<file path="src/inc/bpb_pkg.sv">
// Behaviour
// - PWM frequency comes from a 5-bit frequency code, scaled by the clock multiplier.
// - A 2-bit code sets the generation clock to 5, 10, 20 or 40 MHz.
// - Each doubling of the generation clock doubles the frequency for a code.
// - With source select at 0 the resistor band picks the frequency instead.
// - Phase shifting works only while its enable bit is 1.
// - Shifted outputs start one quarter period after the previous output.
// - With phase shift off, all four outputs switch together.
// - Dither applies only while sloping between values with slope enabled.
// - Once settled at target, dither stops and all pulses are equal.
// - A 4-bit field sets transition time from 0 to 500 ms.
// - The same transition time is used up and down.
// - A 2-bit field sets zero to three dither bits.
// - With N dither bits the next N brightness bits set how many pulses in 2^N are one LSB longer.
// - A 3-bit field sets minimum headroom; boost target regulates to meet it.
// - Adaptive regulation moves the boost target in 125 mV steps.
// - The string with highest forward voltage is found and used as reference.
// - The 8x8-bit configuration store is read and written, effective immediately.
// - A 2-bit field selects boost switching from 156 kHz to 1.25 MHz.
// - With boost enable at 1, boost starts whenever backlight is enabled.
// - Adaptive mode has its own bit; starting adaptive loads the manual code.
// - Manual code n gives 10+n volts; codes 30 and 31 give 40 volts.
// - Brightness leaving the slope stage is 16 bits wide.
// - Direct mode disables phase shift, slope and dither; input is resampled.
package bpb_pkg;
    // Clocking
    localparam int BPB_CLK_MHZ = 250;
    localparam int BPB_INT_MHZ = 5;
    localparam int BPB_INT_HZ = BPB_INT_MHZ * 1000000;
    localparam int BPB_INT_DIV = BPB_CLK_MHZ / BPB_INT_MHZ;
    localparam logic [8:0] BPB_GEN_WRAP = 9'(BPB_CLK_MHZ);
    localparam int BPB_ADAPT_US = 100;
    localparam int BPB_ADAPT_TICKS = BPB_ADAPT_US * BPB_INT_MHZ;
    localparam int BPB_BSW_DIV = 4;
    localparam int BPB_BRIGHT_FS = 65536;
    // Register byte addresses
    localparam logic [5:0] BPB_TARGET_OFS = 6'h20;
    localparam logic [5:0] BPB_STATUS_OFS = 6'h24;
    // Configuration bytes and field positions
    localparam int BPB_B_PWM = 0;
    localparam int BPB_F_CODE = 0;
    localparam int BPB_F_MULT = 5;
    localparam int BPB_F_SRC = 7;
    localparam int BPB_B_CTL = 1;
    localparam int BPB_F_PSE = 0;
    localparam int BPB_F_SLOPE = 1;
    localparam int BPB_F_DITH = 5;
    localparam int BPB_F_BEN = 7;
    localparam int BPB_B_BST = 2;
    localparam int BPB_F_VCODE = 0;
    localparam int BPB_F_HEAD = 5;
    localparam int BPB_B_BCTL = 3;
    localparam int BPB_F_BSW = 0;
    localparam int BPB_F_ADAPT = 2;
    localparam int BPB_F_MODE = 3;
    localparam logic [1:0] BPB_MODE_DIRECT = 2'h3;
    localparam logic [63:0] BPB_CFG_RESET = 64'h0000_0000_0000_0080;
    // Boost voltage scale
    localparam int BPB_STEP_MV = 125;
    localparam int BPB_UNITS_PER_V = 1000 / BPB_STEP_MV;
    localparam int BPB_VMIN_V = 10;
    localparam int BPB_VMAX_V = 40;
    localparam int BPB_HEAD_BASE_MV = 300;
    // Status field positions
    localparam int BPB_ST_VT = 16;
    localparam int BPB_ST_ON = 25;
    localparam int BPB_ST_SETTLED = 26;
    localparam int BPB_ST_DIRECT = 27;
    // Frequency at 5 MHz generation clock, per code
    localparam int BPB_FREQ_HZ [32] = '{
        601, 826, 1052, 1202, 1503, 1728, 1953, 2179,
        2404, 2554, 2705, 2855, 3005, 3155, 3306, 3456,
        3606, 3756, 3907, 4057, 4207, 4357, 4508, 4658,
        4808, 6386, 7963, 9616, 12020, 14424, 16828, 19232};
    // Resolution bits per code
    localparam int BPB_RES [32] = '{
        13, 12, 12, 12, 11, 11, 11, 11, 11, 10, 10, 10, 10, 10, 10, 10,
        10, 10, 10, 10, 10, 10, 10, 10, 10, 9, 9, 9, 8, 8, 8, 8};
    // Resistor band to frequency code, index is multiplier*8+band
    localparam int BPB_RSET_CODE [32] = '{
        31, 30, 29, 28, 27, 26, 25, 24,
        27, 26, 25, 24, 21, 18, 13, 8,
        24, 19, 16, 12, 8, 6, 4, 3,
        8, 7, 6, 4, 3, 2, 1, 0};
    // Transition time per slope code
    localparam int BPB_SLOPE_MS [16] = '{
        0, 1, 2, 5, 10, 20, 50, 75, 100, 150, 200, 250, 300, 350, 400, 500};
    typedef enum logic [0:0] {
        BPB_OFF = 1'b0,
        BPB_ON = 1'b1
    } bpb_boost_e;
endpackage

</file>
<file path="src/hdl/bpb_channel.sv">
`timescale 1ns/100ps
module bpb_channel
    import bpb_pkg::*;
(
    input wire logic clk_in,            // System clock
    input wire logic reset_in,          // Synchronous reset
    input wire logic [13:0] count_in,   // Shared period counter
    input wire logic [13:0] period_in,  // Period length in ticks
    input wire logic [13:0] offset_in,  // Phase delay in ticks
    input wire logic [13:0] duty_in,    // High time in ticks
    output logic led_out               // Channel PWM output
);
    import bpb_pkg::*;

    typedef struct packed {
        logic led;
    } bpb_chan_s;

    bpb_chan_s s;
    bpb_chan_s next_s;
    logic [14:0] pos;

    ////////////////////////////////////////////////////////////////
    // Position in the delayed period, wrapped
    always_comb begin
        if (count_in >= offset_in) begin
            pos = 15'(count_in - offset_in);
        end else begin
            pos = 15'(count_in) + 15'(period_in) - 15'(offset_in);
        end
        next_s.led = pos < 15'(duty_in);
    end

    always_ff @(posedge clk_in) begin
        if (reset_in) begin
            s <= '0;
        end else begin
            s <= next_s;
        end
    end

    assign led_out = s.led;
endmodule

</file>
<file path="src/hdl/bpb_top.sv">
`timescale 1ns/100ps
module bpb_top
    import bpb_pkg::*;
(
    input wire logic clk_in,                       // 250 MHz clock
    input wire logic reset_in,                     // Synchronous reset
    input wire logic [5:0] avs_address_in,         // Byte address
    input wire logic avs_read_in,                  // Read request
    input wire logic avs_write_in,                 // Write request
    input wire logic [31:0] avs_writedata_in,      // Write data
    input wire logic [3:0] avs_byteenable_in,      // Byte lanes
    output logic [31:0] avs_readdata_out,          // Read data
    output logic avs_waitrequest_out,              // Stall
    input wire logic backlight_enable_in,          // Backlight on
    input wire logic [2:0] frequency_set_resistor_in, // Resistor band
    input wire logic pwm_direct_in,                // Direct PWM input
    input wire logic [3:0][11:0] led_headroom_mv_in, // Driver mV
    output logic [3:0] led_out,                    // LED channel PWM
    output logic boost_run_out,                    // Boost running
    output logic boost_clock_out,                  // Switch pulse
    output logic [8:0] boost_target_out            // 125 mV units
);
    import bpb_pkg::*;

    typedef struct packed {
        logic [7:0][7:0] cfg;
        logic [15:0] target;
        logic [15:0] bright;
        logic ack;
        logic [31:0] rdata;
        logic [5:0] div;
        logic [8:0] gacc;
        logic [13:0] cnt;
        logic [13:0] duty;
        logic ext;
        logic [2:0] pcnt;
        logic [5:0] scnt;
        logic [8:0] acnt;
        bpb_boost_e boost;
        logic [8:0] vt;
        logic [4:0] bdiv;
        logic bclk;
        logic direct;
        logic [3:0] led;
    } bpb_state_s;

    localparam bpb_state_s RST = '{
        cfg: BPB_CFG_RESET, boost: BPB_OFF, default: '0};
    localparam logic [8:0] VMIN_U = 9'(BPB_VMIN_V * BPB_UNITS_PER_V);
    localparam logic [8:0] VMAX_U = 9'(BPB_VMAX_V * BPB_UNITS_PER_V);

    bpb_state_s s;
    bpb_state_s next_s;

    logic int_tick;
    logic gen_tick;
    logic wrap;
    logic sloping;
    logic direct_mode;
    logic phase_on;
    logic run_req;
    logic adapt;
    logic [1:0] mult;
    logic [1:0] dbits;
    logic [3:0] slope;
    logic [4:0] code;
    logic [4:0] vcode;
    logic [8:0] gen_sum;
    logic [13:0] period;
    logic [4:0] res;
    logic [15:0] rem;
    logic [2:0] frac;
    logic [2:0] mask;
    logic [8:0] man_units;
    logic [11:0] thr_mv;
    logic [11:0] min_mv;
    logic [3:0] chan;
    logic [31:0] rd_val;

    ////////////////////////////////////////////////////////////////
    // Ticks per brightness LSB for a slope code
    function automatic logic [5:0] slope_iv(input logic [3:0] c);
        int t;
        t = BPB_SLOPE_MS[c] * (BPB_INT_HZ / 1000) / BPB_BRIGHT_FS;
        if (t < 1) begin
            t = 1;
        end
        return 6'(t);
    endfunction

    ////////////////////////////////////////////////////////////////
    // Configuration fields
    assign mult = s.cfg[BPB_B_PWM][BPB_F_MULT +: 2];
    assign slope = s.cfg[BPB_B_CTL][BPB_F_SLOPE +: 4];
    assign dbits = s.cfg[BPB_B_CTL][BPB_F_DITH +: 2];
    assign vcode = s.cfg[BPB_B_BST][BPB_F_VCODE +: 5];
    assign adapt = s.cfg[BPB_B_BCTL][BPB_F_ADAPT];
    assign direct_mode = s.cfg[BPB_B_BCTL][BPB_F_MODE +: 2] == BPB_MODE_DIRECT;
    // Phase shift only when enabled and not in direct mode
    assign phase_on = s.cfg[BPB_B_CTL][BPB_F_PSE] && !direct_mode;
    assign run_req = s.cfg[BPB_B_CTL][BPB_F_BEN] && backlight_enable_in;

    // Frequency code from the store or the resistor band
    assign code = s.cfg[BPB_B_PWM][BPB_F_SRC] ?
        s.cfg[BPB_B_PWM][BPB_F_CODE +: 5] :
        5'(BPB_RSET_CODE[{mult, frequency_set_resistor_in}]);

    // Period in generation ticks; same count at any multiplier
    assign period = 14'(BPB_INT_HZ / BPB_FREQ_HZ[code]);
    assign res = 5'(BPB_RES[code]);

    ////////////////////////////////////////////////////////////////
    // Clock enables: 5 MHz divider and generation clock accumulator
    assign int_tick = s.div == 6'(BPB_INT_DIV - 1);
    assign gen_sum = s.gacc + (9'h005 << mult);
    assign gen_tick = gen_sum >= BPB_GEN_WRAP;
    assign wrap = gen_tick && (s.cnt >= period - 14'h0001);

    ////////////////////////////////////////////////////////////////
    // Resolution selector and dither fraction
    assign sloping = slope != 4'h0 && !direct_mode &&
        s.bright != s.target;
    assign rem = 16'(s.bright << res);
    assign frac = rem[15:13] >> (2'h3 - dbits);
    assign mask = 3'((4'h1 << dbits) - 4'h1);

    ////////////////////////////////////////////////////////////////
    // Weakest string is the least headroom, highest forward voltage
    always_comb begin
        min_mv = led_headroom_mv_in[0];
        for (int i = 1; i < 4; i++) begin
            if (led_headroom_mv_in[i] < min_mv) begin
                min_mv = led_headroom_mv_in[i];
            end
        end
    end

    assign thr_mv = 12'(BPB_HEAD_BASE_MV + BPB_STEP_MV *
        int'(s.cfg[BPB_B_BST][BPB_F_HEAD +: 3]));
    assign man_units = vcode >= 5'h1e ? VMAX_U :
        9'((BPB_VMIN_V + int'(vcode)) * BPB_UNITS_PER_V);

    ////////////////////////////////////////////////////////////////
    // Read multiplexer
    always_comb begin
        rd_val = 32'h0000_0000;
        if (!avs_address_in[5] && avs_address_in[1:0] == 2'h0) begin
            rd_val = {24'h00_0000, s.cfg[avs_address_in[4:2]]};
        end else if (avs_address_in == BPB_TARGET_OFS) begin
            rd_val = {16'h0000, s.target};
        end else if (avs_address_in == BPB_STATUS_OFS) begin
            rd_val[15:0] = s.bright;
            rd_val[BPB_ST_VT +: 9] = s.vt;
            rd_val[BPB_ST_ON] = s.boost == BPB_ON;
            rd_val[BPB_ST_SETTLED] = s.bright == s.target;
            rd_val[BPB_ST_DIRECT] = direct_mode;
        end
    end

    ////////////////////////////////////////////////////////////////
    // Next state
    always_comb begin
        next_s = s;
        next_s.bclk = 1'b0;
        // Bus: one wait cycle, then write or read completes
        next_s.ack = (avs_read_in || avs_write_in) && !s.ack;
        if (!s.ack) begin
            next_s.rdata = rd_val;
        end
        if (avs_write_in && s.ack) begin
            if (!avs_address_in[5] && avs_address_in[1:0] == 2'h0) begin
                if (avs_byteenable_in[0]) begin
                    next_s.cfg[avs_address_in[4:2]] =
                        avs_writedata_in[7:0];
                end
            end else if (avs_address_in == BPB_TARGET_OFS) begin
                if (avs_byteenable_in[0]) begin
                    next_s.target[7:0] = avs_writedata_in[7:0];
                end
                if (avs_byteenable_in[1]) begin
                    next_s.target[15:8] = avs_writedata_in[15:8];
                end
            end
        end

        // Timebases
        next_s.div = int_tick ? 6'h00 : 6'(s.div + 6'h01);
        next_s.gacc = gen_tick ? 9'(gen_sum - BPB_GEN_WRAP) : gen_sum;

        // Period counter; duty and dither latched at each wrap
        if (gen_tick) begin
            next_s.cnt = wrap ? 14'h0000 : 14'(s.cnt + 14'h0001);
            next_s.direct = pwm_direct_in;
        end
        if (wrap) begin
            next_s.duty = 14'(s.bright >> (5'h10 - res));
            next_s.pcnt = 3'(s.pcnt + 3'h1) & mask;
            next_s.ext = sloping && dbits != 2'h0 &&
                (s.pcnt & mask) < frac;
        end

        // Slope: one LSB per interval, both directions alike
        if (slope == 4'h0 || direct_mode) begin
            next_s.bright = s.target;
            next_s.scnt = 6'h00;
            next_s.ext = 1'b0;
        end else if (int_tick && s.bright != s.target) begin
            if (s.scnt >= slope_iv(slope) - 6'h01) begin
                next_s.scnt = 6'h00;
                if (s.bright < s.target) begin
                    next_s.bright = 16'(s.bright + 16'h0001);
                end else begin
                    next_s.bright = 16'(s.bright - 16'h0001);
                end
            end else begin
                next_s.scnt = 6'(s.scnt + 6'h01);
            end
        end

        // Adaptive update interval
        if (int_tick) begin
            next_s.acnt = s.acnt == 9'(BPB_ADAPT_TICKS - 1) ?
                9'h000 : 9'(s.acnt + 9'h001);
        end

        // Boost control
        case (s.boost)
            BPB_OFF: begin
                if (run_req) begin
                    next_s.boost = BPB_ON;
                    next_s.vt = man_units;
                    next_s.bdiv = 5'h00;
                end
            end
            BPB_ON: begin
                if (!run_req) begin
                    next_s.boost = BPB_OFF;
                end else begin
                    if (adapt && int_tick && s.acnt == 9'h000) begin
                        if (min_mv < thr_mv && s.vt < VMAX_U) begin
                            next_s.vt = 9'(s.vt + 9'h001);
                        end else if (13'(min_mv) >= 13'(thr_mv) +
                                13'(BPB_STEP_MV) && s.vt > VMIN_U) begin
                            next_s.vt = 9'(s.vt - 9'h001);
                        end
                    end
                    if (int_tick) begin
                        if (s.bdiv == 5'((BPB_BSW_DIV << s.cfg[BPB_B_BCTL][
                                BPB_F_BSW +: 2]) - 1)) begin
                            next_s.bdiv = 5'h00;
                            next_s.bclk = 1'b1;
                        end else begin
                            next_s.bdiv = 5'(s.bdiv + 5'h01);
                        end
                    end
                end
            end
            default: begin
                next_s.boost = BPB_OFF;
            end
        endcase
        if (!adapt) begin
            next_s.vt = man_units;
        end

        // Output selection
        next_s.led = direct_mode ? {4{s.direct}} : chan;
    end

    always_ff @(posedge clk_in) begin
        if (reset_in) begin
            s <= RST;
        end else begin
            s <= next_s;
        end
    end

    ////////////////////////////////////////////////////////////////
    // Four comparators, each delayed by a multiple of a quarter period
    for (genvar i = 0; i < 4; i++) begin : g_ch
        bpb_channel u_ch (
            .clk_in(clk_in),
            .reset_in(reset_in),
            .count_in(s.cnt),
            .period_in(period),
            .offset_in(phase_on ? 14'((i * int'(period)) / 4) : 14'h0000),
            .duty_in(14'(s.duty + 14'(s.ext))),
            .led_out(chan[i])
        );
    end

    // Outputs
    assign avs_waitrequest_out = (avs_read_in || avs_write_in) && !s.ack;
    assign avs_readdata_out = s.rdata;
    assign led_out = s.led;
    assign boost_run_out = s.boost == BPB_ON;
    assign boost_clock_out = s.bclk;
    assign boost_target_out = s.vt;
endmodule

</file>
<file path="config.mk">
export PLATFORM = sky130hd
export DESIGN_NAME = bpb_top
export DESIGN_NICKNAME = d
export VERILOG_FILES = /design/src/inc/bpb_pkg.sv /design/src/hdl/bpb_channel.sv /design/src/hdl/bpb_top.sv
export SDC_FILE = /design/constraint.sdc
export NUM_CORES = 2
export LEC_CHECK = 0
export BUFFER_PORTS_ARGS = -buffer_cell sky130_fd_sc_hd__buf_2
export CELL_PAD_IN_SITES_DETAIL_PLACEMENT = 0
export CELL_PAD_IN_SITES_GLOBAL_PLACEMENT = 1
export CORE_AREA = 4 4 316 318
export CTS_BUF_LIST = sky130_fd_sc_hd__clkbuf_2
export CTS_CLUSTER_DIAMETER = 120
export DETAILED_ROUTE_END_ITERATION = 12
export DIE_AREA = 0 0 320 322
export PLACE_DENSITY_LB_ADDON = 0.1
export SLEW_MARGIN = 15
export SYNTH_ARGS = -nofsm -noshare
export SYNTH_HDL_FRONTEND = slang
export SYNTH_SLANG_ARGS = --single-unit
</file>
<file path="constraint.sdc">
create_clock -name clk_in -period 93.5 [get_ports clk_in]
set_input_delay 0 -clock clk_in [delete_from_list [all_inputs] [get_ports clk_in]]
set_output_delay 0 -clock clk_in [all_outputs]
set_load 0.1 [all_outputs]
</file>
==> results.md <==
* Reg-to-reg critical path endpoint: g_ch[3].u_ch.led_out
* Worst slew pin tran at between 1 and 1.5 ns
* CP max stage delay at ~0.64 ns
* Routed vias/inst at ~5.9
* Hold Startpoint: avs_writedata_in[6]
* Placed insts at between 7,000 and 8,000
* Required @ worst endpoint at 94.28 ns
* First-pass DRT Iterations at 6
* CP Class: flop to flop
* Most frequent cells in the layout: ha_1, nor2_1, a21oi_1
* Rel. slew slack at 0.268
* Crit path max-delay family: compound AO/OA/AOI/OAI gates
* H-tree levels at 2
* WL per Instance at around 18 µm
* Vias in the first global route at ~45,000
* CP max-delay cell: or4b_4
* Yosys reg bits at between 200 and 250
* Nets at approximately 7,600
* Num Clock Sinks at approximately 210
* Final worst setup slack at roughly 8.0 ns
* Largest net degree at the start of global routing at 70
* CTS root buffer: clkbuf_2
* Worst Path Arrival at between 80 and 90 ns
* Crit path time final at 85.53 ns
* Worst-Skew Late Latency at just under 0.9 ns
* Hold endpoint: mult[1]
* Final hold viol count at 0
* Most used cell, CP: a21oi_1
* GPL Wtd Cong at between 0.8 and 0.9
* Yosys top cell area share at 0.190
* Period utilization at 0.915
* Netlist Area Pre-Place at 47,300 µm²
* CTS tree: built
* Met1 Wirelength at 71,600 µm
* Dominant synthesized flop cell: dfxtp_1
* RR Startpoint: s[155]
* Commonest non-fill, non-tap cell in the layout: ha_1
* Die Y-Extent at ~320 µm
* # port buffers at between 100 and 150
* Synth-to-Final Area Change at 10.7%
* Final Max Slew Viols at 0
* Fmax at about 12 MHz
* Routed wl met2 at around 63,000 µm
* Synth area leaders: ha_1, dfxtp_1, a21oi_1
* Ys Warns at 0
* First-pass GRT wire length at ~230,000 µm
* Max-cap viol count at 0
* Depth of the worst register-to-register path at 444
* Drt total wl at around 150,000 µm
* Clock buffer depth at 3
* RSZ-0062 raised after global routing: false
* Setup tns final at 0 ns
* DRC at 0
* Die footprint at 103,000 µm²
* GRT Total Usage at 0.271
* Final non-filler cell total at approximately 8,100
* Inserted Clock Buffers at 48
* Post-synthesis cell type count at roughly 140
* Buffers and inverters on the worst path at 34
* Routed Antenna Nets at 0
* Initial Util at 0.490
* Row cnt at 114
* Hpwl dp at 114,000 µm
* Hold crit path type: input pin to flop
* Die width at 320 µm
* DRT iter0 DRCs at about 3,000
* Share of layout cells above drive strength 1 at 0.123
* Total grt overflow at 0
* Skew final at 0.0352 ns
* WHS Path Cells at 4
* Core area at between 90,000 and 100,000 µm²
* Vias at approximately 48,000
* Worst Path Max Fanout at 28
* Yosys top cell by area: ha_1
* Worst setup SP type: flop
* Top Metal Used: met5
* DP Worst Slack at ~3.8 ns
* Outcome: complete, no violations
* Final setup viols at 0
* Seq/Total Area, Yosys at 0.0897
* Met3 wire len at ~6900 µm
* FFs w/ async S/R, synth at 0
* CP Capture Type: flop
* Reg2reg setup slack at between 7 and 8 ns
* Worst-path clk slew at 0.11 ns
* Post-synth EDFFs at 0
* Initial antenna violation count at 7
* Synthesized netlist cell count at ~6,500
* Avg Cell Area, Syn at approximately 7.3 µm²
* Util after Layout at 0.543
* I/O pins at between 100 and 150
## cell usage after synthesis (16+ instances only)
cell type and count:
o22ai_1 22, dfxtp_1 212, xor2_1 154, nor4_1 29
o21ai_0 391, a211o_1 22, a211oi_1 56, a22oi_1 22
a21o_1 170, ha_1 720, nor2b_1 123, mux2i_1 224
or2_2 50, o21bai_1 70, mux2_2 96, nand3_1 151
inv_1 393, clkbuf_1 153, o21ai_1 17, a21boi_0 22
and2_1 60, buf_2 24, o21a_1 133, nand4_1 77
buf_1 30, nor2_1 657, fa_1 30, nor3_1 148
a21oi_1 588, a31oi_1 75, or3_1 57, nand2b_1 168
xnor2_1 253, and3_1 53, nand2_1 470, o211ai_1 37
mux4_2 16, o31ai_1 51, buf_4 50
## worst max path at each step
stage            start              endpoint  slack, ns  depth (start not counted)
3_5_place_dp   mult[1]  g_ch[3].u_ch.led_out       3.83                        438
5_1_grt         s[155]  g_ch[3].u_ch.led_out       0.04                        447
6_report        s[155]  g_ch[3].u_ch.led_out       7.97                        444
3_3_place_gp   mult[1]  g_ch[3].u_ch.led_out       4.35                        435
4_1_cts        mult[1]  g_ch[3].u_ch.led_out       3.38                        436
2_1_floorplan   s[155]  g_ch[3].u_ch.led_out       8.55                        477
## registers in the layout (all words and copies together) (netlist names)
| name | flops |
|---|---|
| s | 160 |
| avs_readdata_out | 28 |
| boost_target_out | 9 |
| g_ch.u_ch.led_out | 4 |
| led_out | 4 |
| dbits | 2 |
| mult | 2 |
| adapt | 1 |
| boost_clock_out | 1 |
| boost_run_out | 1 |
## cell families after synthesis
logic type | Yosys count | synth area share
compound gates | 1936 | 0.269
xor+xnor | 407 | 0.0754
fa+ha+maj | 750 | 0.203
buf+inv | 667 | 0.0581
flops | 212 | 0.0897
mux | 341 | 0.0795
other cells | 1 | 0.0000793
simple gates | 2162 | 0.226
## tightest hold or removal path, cell delays in order
cell,delay (ns)
dlygate4sd3_1,0.54
buf_2,0.20
mux2i_1,0.14
nor2_1,0.04
## cell type report
cell class | count | area, µm²
Fill cell | 9510 | 44200
Clock buffer | 69 | 345
Inverter | 406 | 1540
Timing Repair Buffer | 522 | 3850
Multi-Input combinational cell | 5609 | 40700
Clock inverter | 14 | 86.3
Antenna cell | 3 | 7.51
Sequential cell | 212 | 4250
Tap cell | 1276 | 1600
## per-layer routing
layer  vias up  GRT usage
li1      24200          -
met1     22300      0.387
met2       968      0.434
met3       181     0.0295
met4         6     0.0652
met5         -          0
## through the flow
stage	instance area, µm²	hold WS (ns)
after global routing	52400	0.0298
after CTS	52100	0.00232
after floorplan	47300	0.144
after global placement	50800	0.227
final	52400	0.0930
after detailed placement	50800	0.236
## timing repair
action | CTS | global route
endpoints found under the hold margin | 182 | 0
setup endpoints to repair | 0 | 35
hold buffers | 85 | 0
resized for setup | 0 | 55
buffers inserted | 0 | 9
Power is not shown: default switching activity piles up to over one toggle a cycle in this logic, so the estimate is an artifact.
